File: config.mk
export PLATFORM = sky130hd
export DESIGN_NAME = usc_top
export DESIGN_NICKNAME = d
export VERILOG_FILES = /design/src/rtl/usc_pkg.sv /design/src/rtl/usc_fifo.sv /design/src/rtl/usc_top.sv
export VERILOG_INCLUDE_DIRS = /design/src /design/src/rtl
export SDC_FILE = /design/constraint.sdc
export NUM_CORES = 1
export LEC_CHECK = 0
export BUFFER_PORTS_ARGS = -buffer_cell sky130_fd_sc_hd__buf_4
export CORE_UTILIZATION = 35
export DETAILED_ROUTE_END_ITERATION = 12
export PLACE_DENSITY_LB_ADDON = 0.1
export SLEW_MARGIN = 10
export SYNTH_ARGS = -nofsm -noshare
export SYNTH_HDL_FRONTEND = slang
export SYNTH_SLANG_ARGS = --single-unit
export TNS_END_PERCENT = 100
File: constraint.sdc
create_clock -name clk_i -period 7.69 [get_ports clk_i]
set_clock_uncertainty 0.1 [all_clocks]
set_input_delay 1.538 -clock clk_i [delete_from_list [all_inputs] [get_ports clk_i]]
set_output_delay 1.538 -clock clk_i [all_outputs]
set_load 0.1 [all_outputs]
File: src/rtl/usc_defs.svh
// register offsets, bit positions, reset values and sizes of the serial status block
`ifndef USC_DEFS_SVH
`define USC_DEFS_SVH
`define USC_ADR_STA 8'h00
`define USC_ADR_TXD 8'h04
`define USC_ADR_RXD 8'h08
`define USC_ADR_MODE 8'h0c
`define USC_DEPTH 3'h4
`define USC_TXISEL_HI 15
`define USC_TXINV 14
`define USC_TXISEL_LO 13
`define USC_BRK 11
`define USC_TXEN 10
`define USC_TXBF 9
`define USC_TX_ALL_EMPTY 8
`define USC_RXISEL_HI 7
`define USC_RXISEL_LO 6
`define USC_ADDR_DETECT_ENABLE 5
`define USC_RX_IDLE_FLAG 4
`define USC_PARITY_ERROR_FLAG 3
`define USC_FRAMING_ERROR_FLAG 2
`define USC_OVERRUN_FLAG 1
`define USC_RXDA 0
`define USC_INFRARED_ENABLE 12
`define USC_PARITY_DATA_SELECT_HI 2
`define USC_PARITY_DATA_SELECT_LO 1
`define USC_STA_RST 16'h0110
`define USC_MODE_RST 16'h0000
`endif

File: src/rtl/usc_pkg.sv
// types shared by the serial status and control block
package usc_pkg;
  typedef logic [8:0] usc_char_t;
  typedef enum logic [1:0] {
    USC_TXI_LOAD = 2'h0,
    USC_TXI_DONE = 2'h1,
    USC_TXI_EMPTY = 2'h2,
    USC_TXI_RSVD = 2'h3
  } usc_txisel_t;
  typedef enum logic [1:0] {
    USC_TX_IDLE,
    USC_TX_CHAR,
    USC_TX_BREAK
  } usc_tx_state_t;
endpackage

File: src/rtl/usc_fifo.sv
// four-entry character buffer with flush
`include "usc_defs.svh"
module usc_fifo #(
  parameter int W = 9
) (
  input wire logic clk_i,
  input wire logic rst_i,
  input wire logic push_i,
  input wire logic pop_i,
  input wire logic flush_i,
  input wire logic [W-1:0] data_i,
  output logic [W-1:0] head_o,
  output logic [2:0] count_o,
  output logic full_o,
  output logic empty_o
);
  logic [W-1:0] mem [4];
  logic [1:0] wp;
  logic [1:0] rp;
  logic [2:0] cnt;
  logic wr;
  logic rd;

  assign wr = push_i && (cnt != `USC_DEPTH);
  assign rd = pop_i && (cnt != 3'h0);

  always_ff @(posedge clk_i) begin
    if (rst_i || flush_i) begin
      wp <= 2'h0;
      rp <= 2'h0;
      cnt <= 3'h0;
    end else begin
      if (wr) begin
        wp <= wp + 2'h1;
      end
      if (rd) begin
        rp <= rp + 2'h1;
      end
      cnt <= cnt + {2'h0, wr} - {2'h0, rd};
    end
  end

  always_ff @(posedge clk_i) begin
    if (wr && !flush_i) begin
      mem[wp] <= data_i;
    end
  end

  assign head_o = mem[rp];
  assign count_o = cnt;
  assign full_o = (cnt == `USC_DEPTH);
  assign empty_o = (cnt == 3'h0);
endmodule

File: src/rtl/usc_top.sv
// serial port status and control register with its buffers and events
// Notes on behaviour
// [RL1] selector 10: interrupt when a load into shifter empties the buffer
// [RL2] selector 01: interrupt when the last character has fully left
// [RL3] selector 00: interrupt on every load into the shifter
// [RL4] software never writes the reserved selector code 11
// [RL5] idle level: encoder off, set bit idles low; encoder on, idles high
// [RL6] break request sends break on next load, then clears itself
// [RL7] transmit enable owns the pin; clearing it aborts and flushes
// [RL8] buffer full flag is one when no slot is free
// [RL9] all-empty flag is one when shifter and buffer are empty
// [RL10] receive selector 11: interrupt when buffer reaches four characters
// [RL11] receive selector 10: interrupt when buffer reaches three characters
// [RL12] receive selector 0x: interrupt on every character received
// [RL13] address detect marks ninth-bit-set characters, only in nine-bit mode
// [RL14] receiver idle flag is one when idle, resets to one
// [RL15] parity error flag belongs to the head character
// [RL16] framing error flag belongs to the head character
// [RL17] overrun sets on overflow; clearing it empties buffer and shifter
// [RL18] data available is one while an unread character waits
// [RL19] reading receive data advances the head with its own flags
// [RL20] format code 11 is nine data bits without parity
// [RL21] infrared enable turns on the encoder and decoder
// [RL22] address mode drops characters whose ninth bit is zero
// [RL23] status follows events within one clock; read-only writes ignored
//
// Our own choices: the placing of the registers and the Wishbone slave port.
`include "usc_defs.svh"
module usc_top (
  input wire logic clk_i,
  input wire logic rst_i,
  input wire logic wb_cyc_i,
  input wire logic wb_stb_i,
  input wire logic wb_we_i,
  input wire logic [7:0] wb_adr_i,
  input wire logic [3:0] wb_sel_i,
  input wire logic [31:0] wb_dat_i,
  output logic [31:0] wb_dat_o,
  output logic wb_ack_o,
  output logic tx_load_o,
  output usc_pkg::usc_char_t tx_char_o,
  output logic tx_break_o,
  input wire logic tx_done_i,
  output logic tx_abort_o,
  output logic tx_pin_own_o,
  output logic tx_idle_level_o,
  output logic tx_irq_o,
  input wire logic rx_push_i,
  input wire usc_pkg::usc_char_t rx_char_i,
  input wire logic rx_parity_error_flag_i,
  input wire logic rx_framing_error_flag_i,
  input wire logic rx_active_i,
  output logic rx_flush_o,
  output logic rx_irq_o,
  output logic infrared_enable_o,
  output logic [1:0] parity_data_select_o
);
  import usc_pkg::*;
  usc_txisel_t tx_irq_select;
  logic tx_idle_polarity;
  logic break_request;
  logic tx_enable_bit;
  logic [1:0] rx_irq_select;
  logic addr_detect_enable;
  logic overrun_flag;
  logic infrared_enable;
  logic [1:0] parity_data_select;
  usc_tx_state_t tx_state;
  logic req, wr, rd;
  logic wr_sta, wr_txd, rd_rxd, wr_mode;
  logic [15:0] sta;
  logic tx_push, tx_pop, tx_flush, tx_full, tx_empty, load_go, tx_stop;
  logic [2:0] tx_count;
  usc_char_t tx_head;
  logic rx_take, rx_ovf, rx_push, rx_pop, rx_clr, rx_full, rx_empty;
  logic [2:0] rx_count;
  logic [10:0] rx_head;
  logic addr_mode, tx_all_empty;
  // fill level after a push with or without a pop in the same cycle
  function automatic logic [2:0] fill_after(input logic [2:0] c,
                                            input logic p);
    fill_after = c + 3'h1 - {2'h0, p};
  endfunction
  assign req = wb_cyc_i && wb_stb_i && !wb_ack_o;
  assign wr = req && wb_we_i;
  assign rd = req && !wb_we_i;
  assign wr_sta = wr && (wb_adr_i == `USC_ADR_STA);
  assign wr_txd = wr && (wb_adr_i == `USC_ADR_TXD) && wb_sel_i[0];
  assign rd_rxd = rd && (wb_adr_i == `USC_ADR_RXD);
  assign wr_mode = wr && (wb_adr_i == `USC_ADR_MODE);
  always_ff @(posedge clk_i) begin
    if (rst_i) begin
      wb_ack_o <= 1'b0;
    end else begin
      wb_ack_o <= req;
    end
  end
  // control fields; only writable positions are taken
  always_ff @(posedge clk_i) begin
    if (rst_i) begin
      tx_irq_select <= USC_TXI_LOAD;
      tx_idle_polarity <= 1'b0;
      tx_enable_bit <= 1'b0;
      rx_irq_select <= 2'h0;
      addr_detect_enable <= 1'b0;
    end else if (wr_sta) begin // [RL23]
      if (wb_sel_i[1]) begin
        tx_irq_select <= usc_txisel_t'({wb_dat_i[`USC_TXISEL_HI],
                                        wb_dat_i[`USC_TXISEL_LO]});
        tx_idle_polarity <= wb_dat_i[`USC_TXINV];
        tx_enable_bit <= wb_dat_i[`USC_TXEN];
      end
      if (wb_sel_i[0]) begin
        rx_irq_select <= wb_dat_i[`USC_RXISEL_HI:`USC_RXISEL_LO];
        addr_detect_enable <= wb_dat_i[`USC_ADDR_DETECT_ENABLE];
      end
    end
  end
  always_ff @(posedge clk_i) begin
    if (rst_i) begin
      infrared_enable <= 1'b0;
      parity_data_select <= 2'h0;
    end else if (wr_mode) begin
      if (wb_sel_i[1]) begin
        infrared_enable <= wb_dat_i[`USC_INFRARED_ENABLE]; // [RL21]
      end
      if (wb_sel_i[0]) begin
        parity_data_select <= wb_dat_i[`USC_PARITY_DATA_SELECT_HI:`USC_PARITY_DATA_SELECT_LO];
      end
    end
  end
  assign infrared_enable_o = infrared_enable;
  assign parity_data_select_o = parity_data_select;
  // transmit side
  assign tx_stop = wr_sta && wb_sel_i[1] && tx_enable_bit &&
                   !wb_dat_i[`USC_TXEN];
  assign tx_flush = tx_stop; // [RL7]
  assign tx_push = wr_txd;
  assign load_go = tx_enable_bit && !tx_stop &&
                   (tx_state == USC_TX_IDLE) && !tx_empty;
  assign tx_pop = load_go;
  usc_fifo #(.W(9)) u_tx_buf (
    .clk_i(clk_i),
    .rst_i(rst_i),
    .push_i(tx_push),
    .pop_i(tx_pop),
    .flush_i(tx_flush),
    .data_i(wb_dat_i[8:0]),
    .head_o(tx_head),
    .count_o(tx_count),
    .full_o(tx_full),
    .empty_o(tx_empty)
  );
  always_ff @(posedge clk_i) begin
    if (rst_i || tx_stop) begin // [RL7]
      tx_state <= USC_TX_IDLE;
    end else begin
      case (tx_state)
        USC_TX_IDLE: begin
          if (load_go) begin
            tx_state <= break_request ? USC_TX_BREAK : USC_TX_CHAR;
          end
        end
        USC_TX_CHAR, USC_TX_BREAK: begin
          if (tx_done_i) begin
            tx_state <= USC_TX_IDLE;
          end
        end
        default: tx_state <= USC_TX_IDLE;
      endcase
    end
  end
  // a software write in the same cycle wins over the hardware clear
  always_ff @(posedge clk_i) begin
    if (rst_i) begin
      break_request <= 1'b0;
    end else if (wr_sta && wb_sel_i[1]) begin
      break_request <= wb_dat_i[`USC_BRK];
    end else if (tx_state == USC_TX_BREAK && tx_done_i) begin
      break_request <= 1'b0; // [RL6]
    end
  end
  always_ff @(posedge clk_i) begin
    if (rst_i) begin
      tx_load_o <= 1'b0;
      tx_char_o <= 9'h000;
      tx_break_o <= 1'b0;
      tx_abort_o <= 1'b0;
    end else begin
      tx_load_o <= load_go;
      tx_abort_o <= tx_stop; // [RL7]
      if (load_go) begin
        tx_char_o <= tx_head;
        tx_break_o <= break_request; // [RL6]
      end
    end
  end
  always_ff @(posedge clk_i) begin
    if (rst_i) begin
      tx_irq_o <= 1'b0;
    end else begin
      case (tx_irq_select)
        USC_TXI_LOAD: tx_irq_o <= load_go; // [RL3]
        USC_TXI_EMPTY: tx_irq_o <= load_go && tx_count == 3'h1 &&
                                   !tx_push; // [RL1]
        USC_TXI_DONE: tx_irq_o <= tx_done_i && tx_state != USC_TX_IDLE &&
                                  tx_empty && !tx_push; // [RL2]
        default: tx_irq_o <= 1'b0; // [RL4]
      endcase
    end
  end
  assign tx_pin_own_o = tx_enable_bit; // [RL7]
  assign tx_idle_level_o = infrared_enable ? tx_idle_polarity
                                           : !tx_idle_polarity; // [RL5]
  assign tx_all_empty = (tx_state == USC_TX_IDLE) && tx_empty; // [RL9]
  // receive side
  assign addr_mode = addr_detect_enable &&
                     (parity_data_select == 2'h3); // [RL13] [RL20]
  assign rx_take = rx_push_i && !(addr_mode && !rx_char_i[8]); // [RL22]
  assign rx_ovf = rx_take && rx_full;
  assign rx_push = rx_take && !rx_full;
  assign rx_pop = rd_rxd && !rx_empty; // [RL19]
  assign rx_clr = wr_sta && wb_sel_i[0] && overrun_flag &&
                  !wb_dat_i[`USC_OVERRUN_FLAG] && !rx_ovf;
  usc_fifo #(.W(11)) u_rx_buf (
    .clk_i(clk_i),
    .rst_i(rst_i),
    .push_i(rx_push),
    .pop_i(rx_pop),
    .flush_i(rx_clr),
    .data_i({rx_framing_error_flag_i, rx_parity_error_flag_i, rx_char_i}),
    .head_o(rx_head),
    .count_o(rx_count),
    .full_o(rx_full),
    .empty_o(rx_empty)
  );
  // overflow wins over a clear in the same cycle
  always_ff @(posedge clk_i) begin
    if (rst_i) begin
      overrun_flag <= 1'b0;
      rx_flush_o <= 1'b0;
    end else begin
      rx_flush_o <= rx_clr; // [RL17]
      if (rx_ovf) begin
        overrun_flag <= 1'b1; // [RL17]
      end else if (rx_clr) begin
        overrun_flag <= 1'b0;
      end
    end
  end
  always_ff @(posedge clk_i) begin
    if (rst_i) begin
      rx_irq_o <= 1'b0;
    end else begin
      case (rx_irq_select)
        2'h3: rx_irq_o <= rx_push &&
                          fill_after(rx_count, rx_pop) == 3'h4; // [RL10]
        2'h2: rx_irq_o <= rx_push &&
                          fill_after(rx_count, rx_pop) == 3'h3; // [RL11]
        default: rx_irq_o <= rx_push; // [RL12]
      endcase
    end
  end
  always_comb begin
    sta = 16'h0000;
    sta[`USC_TXISEL_HI] = tx_irq_select[1];
    sta[`USC_TXISEL_LO] = tx_irq_select[0];
    sta[`USC_TXINV] = tx_idle_polarity;
    sta[`USC_BRK] = break_request;
    sta[`USC_TXEN] = tx_enable_bit;
    sta[`USC_TXBF] = tx_full; // [RL8]
    sta[`USC_TX_ALL_EMPTY] = tx_all_empty; // [RL9]
    sta[`USC_RXISEL_HI:`USC_RXISEL_LO] = rx_irq_select;
    sta[`USC_ADDR_DETECT_ENABLE] = addr_detect_enable;
    sta[`USC_RX_IDLE_FLAG] = !rx_active_i; // [RL14]
    sta[`USC_PARITY_ERROR_FLAG] = !rx_empty && rx_head[9]; // [RL15]
    sta[`USC_FRAMING_ERROR_FLAG] = !rx_empty && rx_head[10]; // [RL16]
    sta[`USC_OVERRUN_FLAG] = overrun_flag;
    sta[`USC_RXDA] = !rx_empty; // [RL18]
  end
  always_ff @(posedge clk_i) begin
    if (rst_i) begin
      wb_dat_o <= 32'h0000_0000;
    end else if (rd) begin
      case (wb_adr_i)
        `USC_ADR_STA: wb_dat_o <= {16'h0000, sta};
        `USC_ADR_RXD: wb_dat_o <= rx_empty ? 32'h0000_0000 :
                                  {23'h000000, rx_head[8:0]}; // [RL19]
        `USC_ADR_MODE: wb_dat_o <= {16'h0000, 3'h0, infrared_enable,
                                    9'h000, parity_data_select, 1'b0};
        default: wb_dat_o <= 32'h0000_0000;
      endcase
    end
  end
endmodule

## Word-level counts from Yosys, hierarchy flattened

Memories as Yosys holds them, arrays and structs flattened. A register that Yosys moved wholly into a read port is not among the register bits.
Cells that the tools add are included.
Widths: inputs -> output; s select.

| storage, ports and cells | value |
|---|---|
| memories kept | 2 |
| word-level logic and storage cells | 149 |
| bits in writable memories | 80 |
| register bits after elaboration | 67 |

| operators by class | value |
|---|---|
| eq/ne operators | 19 |
| add/subtract/negate cells | 10 |
| reductions and logical operators | 75 |
| multiplexer cells | 19 |

Memory list:

| name | depth | width | read ports | clocked after memory_dff | wr ports | line | source |
|---|---|---|---|---|---|---|---|
| u_rx_buf.mem | 4 | 11 | 1 | 1 | 1 | usc_fifo.sv:17 | `logic [W-1:0] mem [4];` |
| u_tx_buf.mem | 4 | 9 | 1 | 1 | 1 | usc_fifo.sv:17 |  |

Operators with widths:

| operator | number |
|---|---|
| $pmux 16 s3 | 1 |
| $logic_and 1x1->1 | 42 |
| $eq 8x4->1 const B | 2 |
| $logic_not 1->1 | 15 |
| $eq 2x2->1 const B | 5 |
| $mux 2 | 5 |
| $reduce_and 2->1 | 5 |
| $eq 3x3->1 const B | 3 |
| $mux 1 | 9 |
| $mux 9 | 1 |
| $sub 3x1->3 | 3 |
| $add 2x1->2 const B | 4 |
| $eq 8x3->1 const B | 1 |
| $logic_not 8->1 | 1 |
| $add 3x1->3 | 2 |
| $logic_not 3->1 | 2 |
| $ne 3x3->1 const B | 2 |
| $reduce_bool 2->1 | 3 |
| $reduce_bool 3->1 | 2 |
| $eq 2x1->1 const B | 2 |
| $logic_not 2->1 | 2 |
| $ne 2x2->1 const B | 2 |
| $pmux 2 s2 | 1 |
| $add 3x1->3 const B | 1 |
| 6 further kinds | 7 |

## Depth between registers and ports, before layout

Gate-level depths: netlist of run 1.

| depth | value |
|---|---|
| depth after elaboration | 14 |
| mapped depth | 14 |
| depth with buffers taken out | 13 |

## By module

A second synthesis of run 1 with hierarchy kept.

| second synthesis, totals | value |
|---|---|
| cells, all modules | 485 |
| area total of the unflattened synthesis | 6327.3 um^2 |

By module, submodules not included:

| module | sequential area each (um^2) | area an instance (um^2) | cells an instance | times used |
|---|---|---|---|---|
| usc_top | 920.9 | 2436.1 | 279 | 1 |
| usc_fifo (u_rx_buf) | 1501.4 | 2090.8 | 108 | 1 |
| usc_fifo (u_tx_buf) | 1261.2 | 1800.5 | 98 | 1 |

## Worst setup path before layout of run 1

Ideal clock, no wire load.

| path | value |
|---|---|
| path type | input to register |
| from | in wb_adr_i[1] |
| to | reg rx_irq_o |
| stages | 9 |
| required time | 7.499 ns |
| path slack | 3.496 ns |
| arrival time | 4.003 ns |
| library setup time | 0.091 ns |
| cell sequence | or4_4 > buf_6 > nor4_2 > nand2_1 > ha_1 > ha_1 > xnor2_1 > or4b_2 > a311oi_1 |

| on the way | value |
|---|---|
| word-level cells in the longest chain between the ends | 7 |
| elaborated cells on any way between the ends | 9 |

RTL lines:

| what | line | source |
|---|---|---|
| from (decl) | usc_top.sv:35 | `input wire logic [7:0] wb_adr_i,` |
| $eq 8x4->1 (*) | - |  |
| $logic_and 1x1->1 (*) | usc_top.sv:89 | `` assign rd_rxd = rd && (wb_adr_i == `USC_ADR_RXD); `` |
| $logic_and 1x1->1 (*) | usc_top.sv:222 | `assign rx_pop = rd_rxd && !rx_empty;` |
| $sub 3x1->3 (*) | usc_top.sv:82 | `fill_after = c + 3'h1 - {2'h0, p};` |
| $eq 3x2->1 / $eq 3x3->1 (equally long branches) | usc_top.sv:259, usc_top.sv:257 |  |
| $logic_and 1x1->1, on equally long branches | usc_top.sv:258, usc_top.sv:256 |  |
| $pmux 1 s2 (*) | usc_top.sv:255 | `case (rx_irq_select)` |
| to (signal assigned) | usc_top.sv:256 | `2'h3: rx_irq_o <= rx_push &&` |
| to (signal assigned) | usc_top.sv:258 | `2'h2: rx_irq_o <= rx_push &&` |
| to (signal assigned) | usc_top.sv:260 | `default: rx_irq_o <= rx_push;` |
| to (decl) | usc_top.sv:54 | `output logic rx_irq_o,` |

Every way passes the cells marked *; elsewhere a longest branch is shown, timed or not.
A chain may end at the register's enable or synchronous reset.

## Worst setup path after layout of run 1

| path | value |
|---|---|
| from | in wb_we_i |
| to | reg rx_irq_o |

| on the way | value |
|---|---|
| word-level cells in the longest chain between the ends | 8 |
| elaborated cells on any way between the ends | 10 |

RTL lines:

| what | line | source |
|---|---|---|
| from (decl) | usc_top.sv:34 | `input wire logic wb_we_i,` |
| $logic_not 1->1 (*) | usc_top.sv:86 | `assign rd = req && !wb_we_i;` |
| $logic_and 1x1->1 (*) | usc_top.sv:86 |  |
| $logic_and 1x1->1 (*) | usc_top.sv:89 |  |
| $logic_and 1x1->1 (*) | usc_top.sv:222 |  |
| $sub 3x1->3 (*) | usc_top.sv:82 |  |
| $eq 3x2->1 / $eq 3x3->1 (equally long branches) | usc_top.sv:259, usc_top.sv:257 |  |
| $logic_and 1x1->1, on equally long branches | usc_top.sv:258, usc_top.sv:256 |  |
| $pmux 1 s2 (*) | usc_top.sv:255 |  |

Marks and branches as above.

==> results.toml, run 1 <==
[cts]
clock_tree.htree_level_count = 4
cts.clk_slew.worst_paths_ns = 0.06
cts_hold_buf = 0
worstSkewPairLatency_ns = 0.42
cts.repair.resized = 0
post_cts.repair.setup_buffers = 0
tritoncts.num_buffers = 17
cts.path.max_buffers = 2
cts_num_sinks = 142
cts_tree = "yes"
ctsRootBufferMaster = "sky130_fd_sc_hd__clkbuf_16"

[worst_setup_path]
capturing_element_of_the_worst_setup_path = "rx_irq_o"
path_cells = "buf_4 -> nand4bb_1 -> nor4_2 -> nand2_1 -> ha_1 -> ha_1 -> xnor2_1 -> or4b_2 -> a311oi_1"
worstSetupPathDepth = 9
worst-r2r-setup-slack_ns = 4.27
startpoint_type = "input port"
rr_endpoint = "rx_irq_o"
worst_r2r_startpoint = "wb_ack_o"
ff2ff_path_depth = 8
crit_path_max_incr_delay_ns = 0.68
cp_top_family = "simple AND/OR/NAND/NOR gates"
worst_ep_required_time_ns = 7.90
crit_path_max_fanout = 15
worst_setup_startpoint = "wb_we_i"
crit_path_end_kind = "register"
worstSetupPathType = "in -> reg"
path_common_cell = "sky130_fd_sc_hd__ha_1"
critPathSlowestCell = "sky130_fd_sc_hd__nand4bb_1"
worst-endpoint-arrival_ns = 4.53
cp_num_buf_inv = 1

[logic_synthesis]
post_synth_instance_area_mm2 = 0.00603
netlist.top_cell.by_area = "sky130_fd_sc_hd__edfxtp_1"
synthTopCellsByArea = "sky130_fd_sc_hd__edfxtp_1, sky130_fd_sc_hd__dfxtp_1, sky130_fd_sc_hd__mux4_2, sky130_fd_sc_hd__ha_1, sky130_fd_sc_hd__nor2_1"
postSynth.asyncResetShare_pct = 0
synth_top_area_share_pct = 39.8
synth_sequential_area_ratio_pct = 60.4
ys.flop_type = "sky130_fd_sc_hd__edfxtp_1"
synth_seq_cells = 142
synth.avg_cell_area_um2 = 13.0
synth.lib_cells_used.distinct = 57
synth_edf_count = 80
ys.warnings.count = 0
post_synth_inst_count = 465

[grt]
grt_max_degree = 43
antenna_found_initial = 0
via_count_of_the_first_global_routing_pass = 3870
global_route_wire_length_before_repair_um = 20900
gr-usage-all-layers_pct = 15.6
grt.overflow.total = 0

[finish]
final_core_utilization_pct = 43.7
syn2layout_area_growth_pct = 21.1
drive_above_1_share_pct = 25.4
final_net_count = 627
finalNonFillerCells = 776
final-seq-area_mm2 = 0.00364
fillers = 1620
area_used_by_multi_input_combinational_logic_mm2 = 0.00214
insertedDiodeCount = 0
layout_common_cells = "sky130_fd_sc_hd__buf_4, sky130_fd_sc_hd__edfxtp_1, sky130_fd_sc_hd__dfxtp_1"

[timing]
finalMaxSlewViolations = 0
hold_viol = 0
period_share_pct = 56.1
rsz0062_at_grt = "no"
period_minus_ws_final_ns = 4.32
setup_violating_endpoint_count_in_the_final_report = 0
timing.slew.headroom_pct = 38.7
tightestPinTransition_ns = 0.905
timing.fmax_mhz = 232
setup_total_negative_slack_ns = 0

[floorplanning]
die_span_x_um = 133
fp.coreArea_mm2 = 0.0167
die_height_um = 133
io_pins = 116
fp-row-count = 47
design.die.area_mm2 = 0.0178
start_util_pct = 36.1

[drt]
routed_wl_per_cell_um = 16.9
drt_drc_violations_left = 0
via_count = 3819
antenna_left = 0
drt_pre_antenna_iters = 5
drt_total_wl_um = 13100
detail_route.iter0.violations = 228
vias_per_cell = 4.92

[power]
static-leakage-power_nw = 2.66
ir_worst_vdd_uv = 159
p_per_area_mw_per_mm2 = 242

[placement]
portBuffers = 80
dp.final_hpwl_um = 9190
final_weighted_congestion_in_routability_driven_placement = 0.710
place.detailed.instances = 744

[worst_hold_path]
hold_class = "reg -> reg"
holdCritStartpoint = "wb_dat_o[12]"

[run_status]
outcome = "finished, final reports clean"

[flow_run]
drv_cap = 0
## report_power, final
part	internal, W	switching, W	total, W
sequential	0.000836	0.0000143	0.000850
clock	0.000444	0.000306	0.000749
combinational	0.0000528	0.000115	0.000167
total	0.00133	0.000435	0.00177
## flip-flops by register name, indices dropped and copies added, names as in the netlist, 2 cells and up, named ones only
name and count:
u_tx_buf.rp 2, u_rx_buf.wp 2, u_tx_buf.wp 2, u_tx_buf.count_o 3
tx_state 2, u_rx_buf.mem 44, u_rx_buf.rp 2, tx_char_o 9
rx_irq_select 2, tx_irq_select 2, wb_dat_o 16, u_rx_buf.count_o 3
parity_data_select_o 2, u_tx_buf.mem 36
## routing by layer
layer / wire, µm / share of wire (%) / vias up / global-route usage (%)
met5: 0 / 0 / - / 0
met4: 74 / 0.56 / 0 / 5.68
met3: 456 / 3.5 / 5 / 3.84
met2: 6890 / 52 / 73 / 27.0
met1: 5710 / 43 / 1866 / 18.9
li1: - / - / 1875 / -
## cells in the mapped netlist (5+ instances only)
master and number:
sky130_fd_sc_hd__inv_1 25, sky130_fd_sc_hd__and2_1 10, sky130_fd_sc_hd__mux4_2 20, sky130_fd_sc_hd__ha_1 19, sky130_fd_sc_hd__nor3_1 8, sky130_fd_sc_hd__a22oi_1 9, sky130_fd_sc_hd__nor2_1 35, sky130_fd_sc_hd__clkbuf_1 15
sky130_fd_sc_hd__a21oi_1 24, sky130_fd_sc_hd__o21ai_0 18, sky130_fd_sc_hd__nand4_1 10, sky130_fd_sc_hd__dfxtp_1 62, sky130_fd_sc_hd__nand2_1 12, sky130_fd_sc_hd__mux2i_1 10, sky130_fd_sc_hd__nor4_1 5, sky130_fd_sc_hd__xnor2_1 5
sky130_fd_sc_hd__edfxtp_1 80, sky130_fd_sc_hd__buf_4 17, sky130_fd_sc_hd__o2bb2ai_1 5, sky130_fd_sc_hd__nand3_1 16
## area by class of cell
type,instances,share of cell area [%]
Sequential cell,142,49.9
Multi-Input combinational cell,277,29.3
Timing Repair Buffer,80,8.22
Clock buffer,22,6.63
Tap cell,220,3.77
Inverter,25,1.28
Clock inverter,10,0.874
## worst min path at each step
stage                         endpoint  cells after the start
after detailed placement   wb_dat_o[7]                      1
final                     wb_dat_o[12]                      2
after floorplan           overrun_flag                      2
after global placement    wb_dat_o[12]                      2
after global routing      wb_dat_o[12]                      2
after CTS                 wb_dat_o[12]                      2
## kinds of logic after synthesis
logic type	share of synthesized area, %
AO/OA/AOI/OAI	8.19
flip-flops	60.4
other	0.0622
adder cells (fa/ha/maj)	4.60
XOR/XNOR	1.02
AND/OR/NAND/NOR	11.6
multiplexers	9.13
buffers and inverters	5.02
## worst register-to-register path: cells and delay by family, from the launching register on
family | cells | cell delay, ns
DFF | 1 | 0.34
xor gates and xnor gates | 1 | 0.14
and+or+nand+nor | 4 | 2.03
adders and majority gates | 2 | 0.42
AOI/OAI and AO/OA | 1 | 0.28
## per-stage QoR
step	setup WS [ns]	power [W]	hold slack, ns	area, µm²
after global routing	3.16	0.00184	0.397	7300
after CTS	3.35	0.00179	0.367	7300
after global placement	2.90	0.00103	0.352	6760
after floorplan	3.50	0.000986	0.345	6090
final	3.37	0.00177	0.367	7300
after detailed placement	2.92	0.00104	0.358	6760
Note: power is estimated with default switching activity, not from simulation.
==> run 2, diff against run 1 <==
==> constraint.sdc (replaced) <==
create_clock -name clk_i -period 3.55 [get_ports clk_i]
set_clock_uncertainty 0.1 [all_clocks]
set_input_delay 0.71 -clock clk_i [delete_from_list [all_inputs] [get_ports clk_i]]
set_output_delay 0.71 -clock clk_i [all_outputs]
set_load 0.1 [all_outputs]
==> run 2 against run 1 <==
Against the previous run:
- worst hold slack got worse by 0.0078 ns
- clock-buffer cell count fell by 2
- critical path type unchanged
- routed wire length is 1.2% higher
==> results.toml, run 2 (synthesized netlist as in run 1, its figures left out) <==
[worst_setup_path]
startpoint_type = "input port"
worst-endpoint-arrival_ns = 3.27
crit_path_end_kind = "register"
rr_endpoint = "u_tx_buf.count_o[2]"
worst-r2r-setup-slack_ns = 0.75
worstSetupPathType = "in -> reg"
ff2ff_path_depth = 11
worst_ep_required_time_ns = 3.77
critPathSlowestCell = "sky130_fd_sc_hd__or4b_2"
crit_path_max_incr_delay_ns = 0.60
worst_r2r_startpoint = "u_tx_buf.count_o[1]"
capturing_element_of_the_worst_setup_path = "rx_irq_o"
path_cells = "buf_4 -> or4_4 -> nor4_2 -> buf_4 -> nand2_1 -> ha_1 -> ha_1 -> xnor2_1 -> or4b_2 -> a311oi_1"
worst_setup_startpoint = "wb_adr_i[1]"
crit_path_max_fanout = 2

[cts]
ctsRootBufferMaster = "sky130_fd_sc_hd__clkbuf_16"
cts.path.max_buffers = 2
cts.clk_slew.worst_paths_ns = 0.06
worstSkewPairLatency_ns = 0.42
tritoncts.num_buffers = 17
post_cts.repair.setup_buffers = 0
cts_tree = "yes"
cts.repair.resized = 0
clock_tree.htree_level_count = 4
cts_hold_buf = 0
cts_num_sinks = 142

[placement]
final_weighted_congestion_in_routability_driven_placement = 0.744
portBuffers = 80
dp.final_hpwl_um = 9340

[finish]
area_used_by_multi_input_combinational_logic_mm2 = 0.00214
layout.cells.most_common = "sky130_fd_sc_hd__buf_4"
layout_common_cells = "sky130_fd_sc_hd__buf_4, sky130_fd_sc_hd__edfxtp_1, sky130_fd_sc_hd__dfxtp_1"
largest_register = "u_rx_buf.mem"
drive_above_1_share_pct = 26.9
reg.largest.list = "u_rx_buf.mem (44), u_tx_buf.mem (36), wb_dat_o (16)"
number_of_flip_flops_under_the_largest_register_name = 44
fillers = 1554
insertedDiodeCount = 0
syn2layout_area_growth_pct = 23.4
final_net_count = 644
final-seq-area_mm2 = 0.00364

[grt]
grt.overflow.total = 0
via_count_of_the_first_global_routing_pass = 3958
grt_max_degree = 43
global_route_wire_length_before_repair_um = 21200
antenna_found_initial = 0
gr-usage-all-layers_pct = 15.9

[drt]
vias_per_cell = 4.95
drt_pre_antenna_iters = 4
drt_drc_violations_left = 0
drt_total_wl_um = 13300
routed_wl_per_cell_um = 16.7
via_count = 3928
antenna_left = 0
detail_route.iter0.violations = 159

[floorplanning]
die_span_x_um = 133
io_pins = 116
die_height_um = 133
fp.coreArea_mm2 = 0.0167
start_util_pct = 36.1
design.die.area_mm2 = 0.0178
fp-row-count = 47

[power]
ir_worst_vdd_uv = 331
p_per_area_mw_per_mm2 = 525
static-leakage-power_nw = 2.75
total_power_w = 0.00391

[timing]
rsz0062_at_grt = "no"
timing.slew.headroom_pct = 44.3
tightestPinTransition_ns = 0.834
timing.fmax_mhz = 328
hold_viol = 0
period_share_pct = 85.9
setup_total_negative_slack_ns = 0
finalMaxSlewViolations = 0
setup_violating_endpoint_count_in_the_final_report = 0
period_minus_ws_final_ns = 3.05

[worst_hold_path]
hold_class = "reg -> reg"

[run_status]
outcome = "finished, final reports clean"

[flow_run]
drv_cap = 0
[run 2: power breakdown]
group	internal [W]	total [W]	switching [W]	leakage [nW]
combinational	0.000121	0.000372	0.000250	1.26
clock	0.00103	0.00170	0.000668	0.267
sequential	0.00181	0.00184	0.0000321	1.23
[run 2: critical path: cells and delay by family]
kind | cells | cell delay, ns
AO/OA/AOI/OAI | 1 | 0.26
XOR/XNOR | 1 | 0.13
adder cells (fa/ha/maj) | 2 | 0.39
buffers and inverters | 2 | 0.27
AND/OR/NAND/NOR | 4 | 1.50
[run 2: area by class of cell]
| cell class | instances | area share (%) |
|---|---|---|
| clock buffer | 20 | 5.87 |
| clock inverter | 12 | 1.65 |
| inverter | 25 | 1.26 |
| multi-input combinational | 277 | 28.8 |
| sequential | 142 | 49.0 |
| tap | 220 | 3.70 |
| timing repair buffer | 97 | 9.78 |
[run 2: how the worst min path moves through the flow]
stage	start	end	slack (ns)	cells past startpoint
after global routing	rx_char_i[2]	u_rx_buf.mem[2][2]	0.38	1
after global placement	wb_dat_o[12]	wb_dat_o[12]	0.35	2
after floorplan	overrun_flag	overrun_flag	0.35	2
final	wb_dat_o[12]	wb_dat_o[12]	0.36	2
after CTS	wb_dat_o[12]	wb_dat_o[12]	0.36	2
after detailed placement	wb_dat_o[12]	wb_dat_o[12]	0.35	2
[run 2: per-layer routing]
metal / vias up / wire length [µm] / share of wire, % / GRT usage, %
met1: 1921 / 5760 / 43 / 19.3
met2: 83 / 6810 / 51 / 27.5
met4: 0 / 173 / 1.3 / 5.62
met3: 12 / 539 / 4.1 / 3.81
met5: - / 0 / 0 / 0
li1: 1912 / - / - / -
[run 2: per-stage QoR]
step | util [%] | setup WS [ns] | instances | cell area [µm²] | hold slack, ns
CTS | 44.6 | 0.498 | 793 | 7440 | 0.360
global placement | 41.2 | 0.0878 | 761 | 6880 | 0.348
finish | 44.6 | 0.500 | 793 | 7440 | 0.359
floorplan | - | 0.131 | 480 | 6090 | 0.345
detailed placement | 41.2 | 0.0793 | 761 | 6880 | 0.351
global route | 44.6 | 0.363 | 793 | 7440 | 0.378
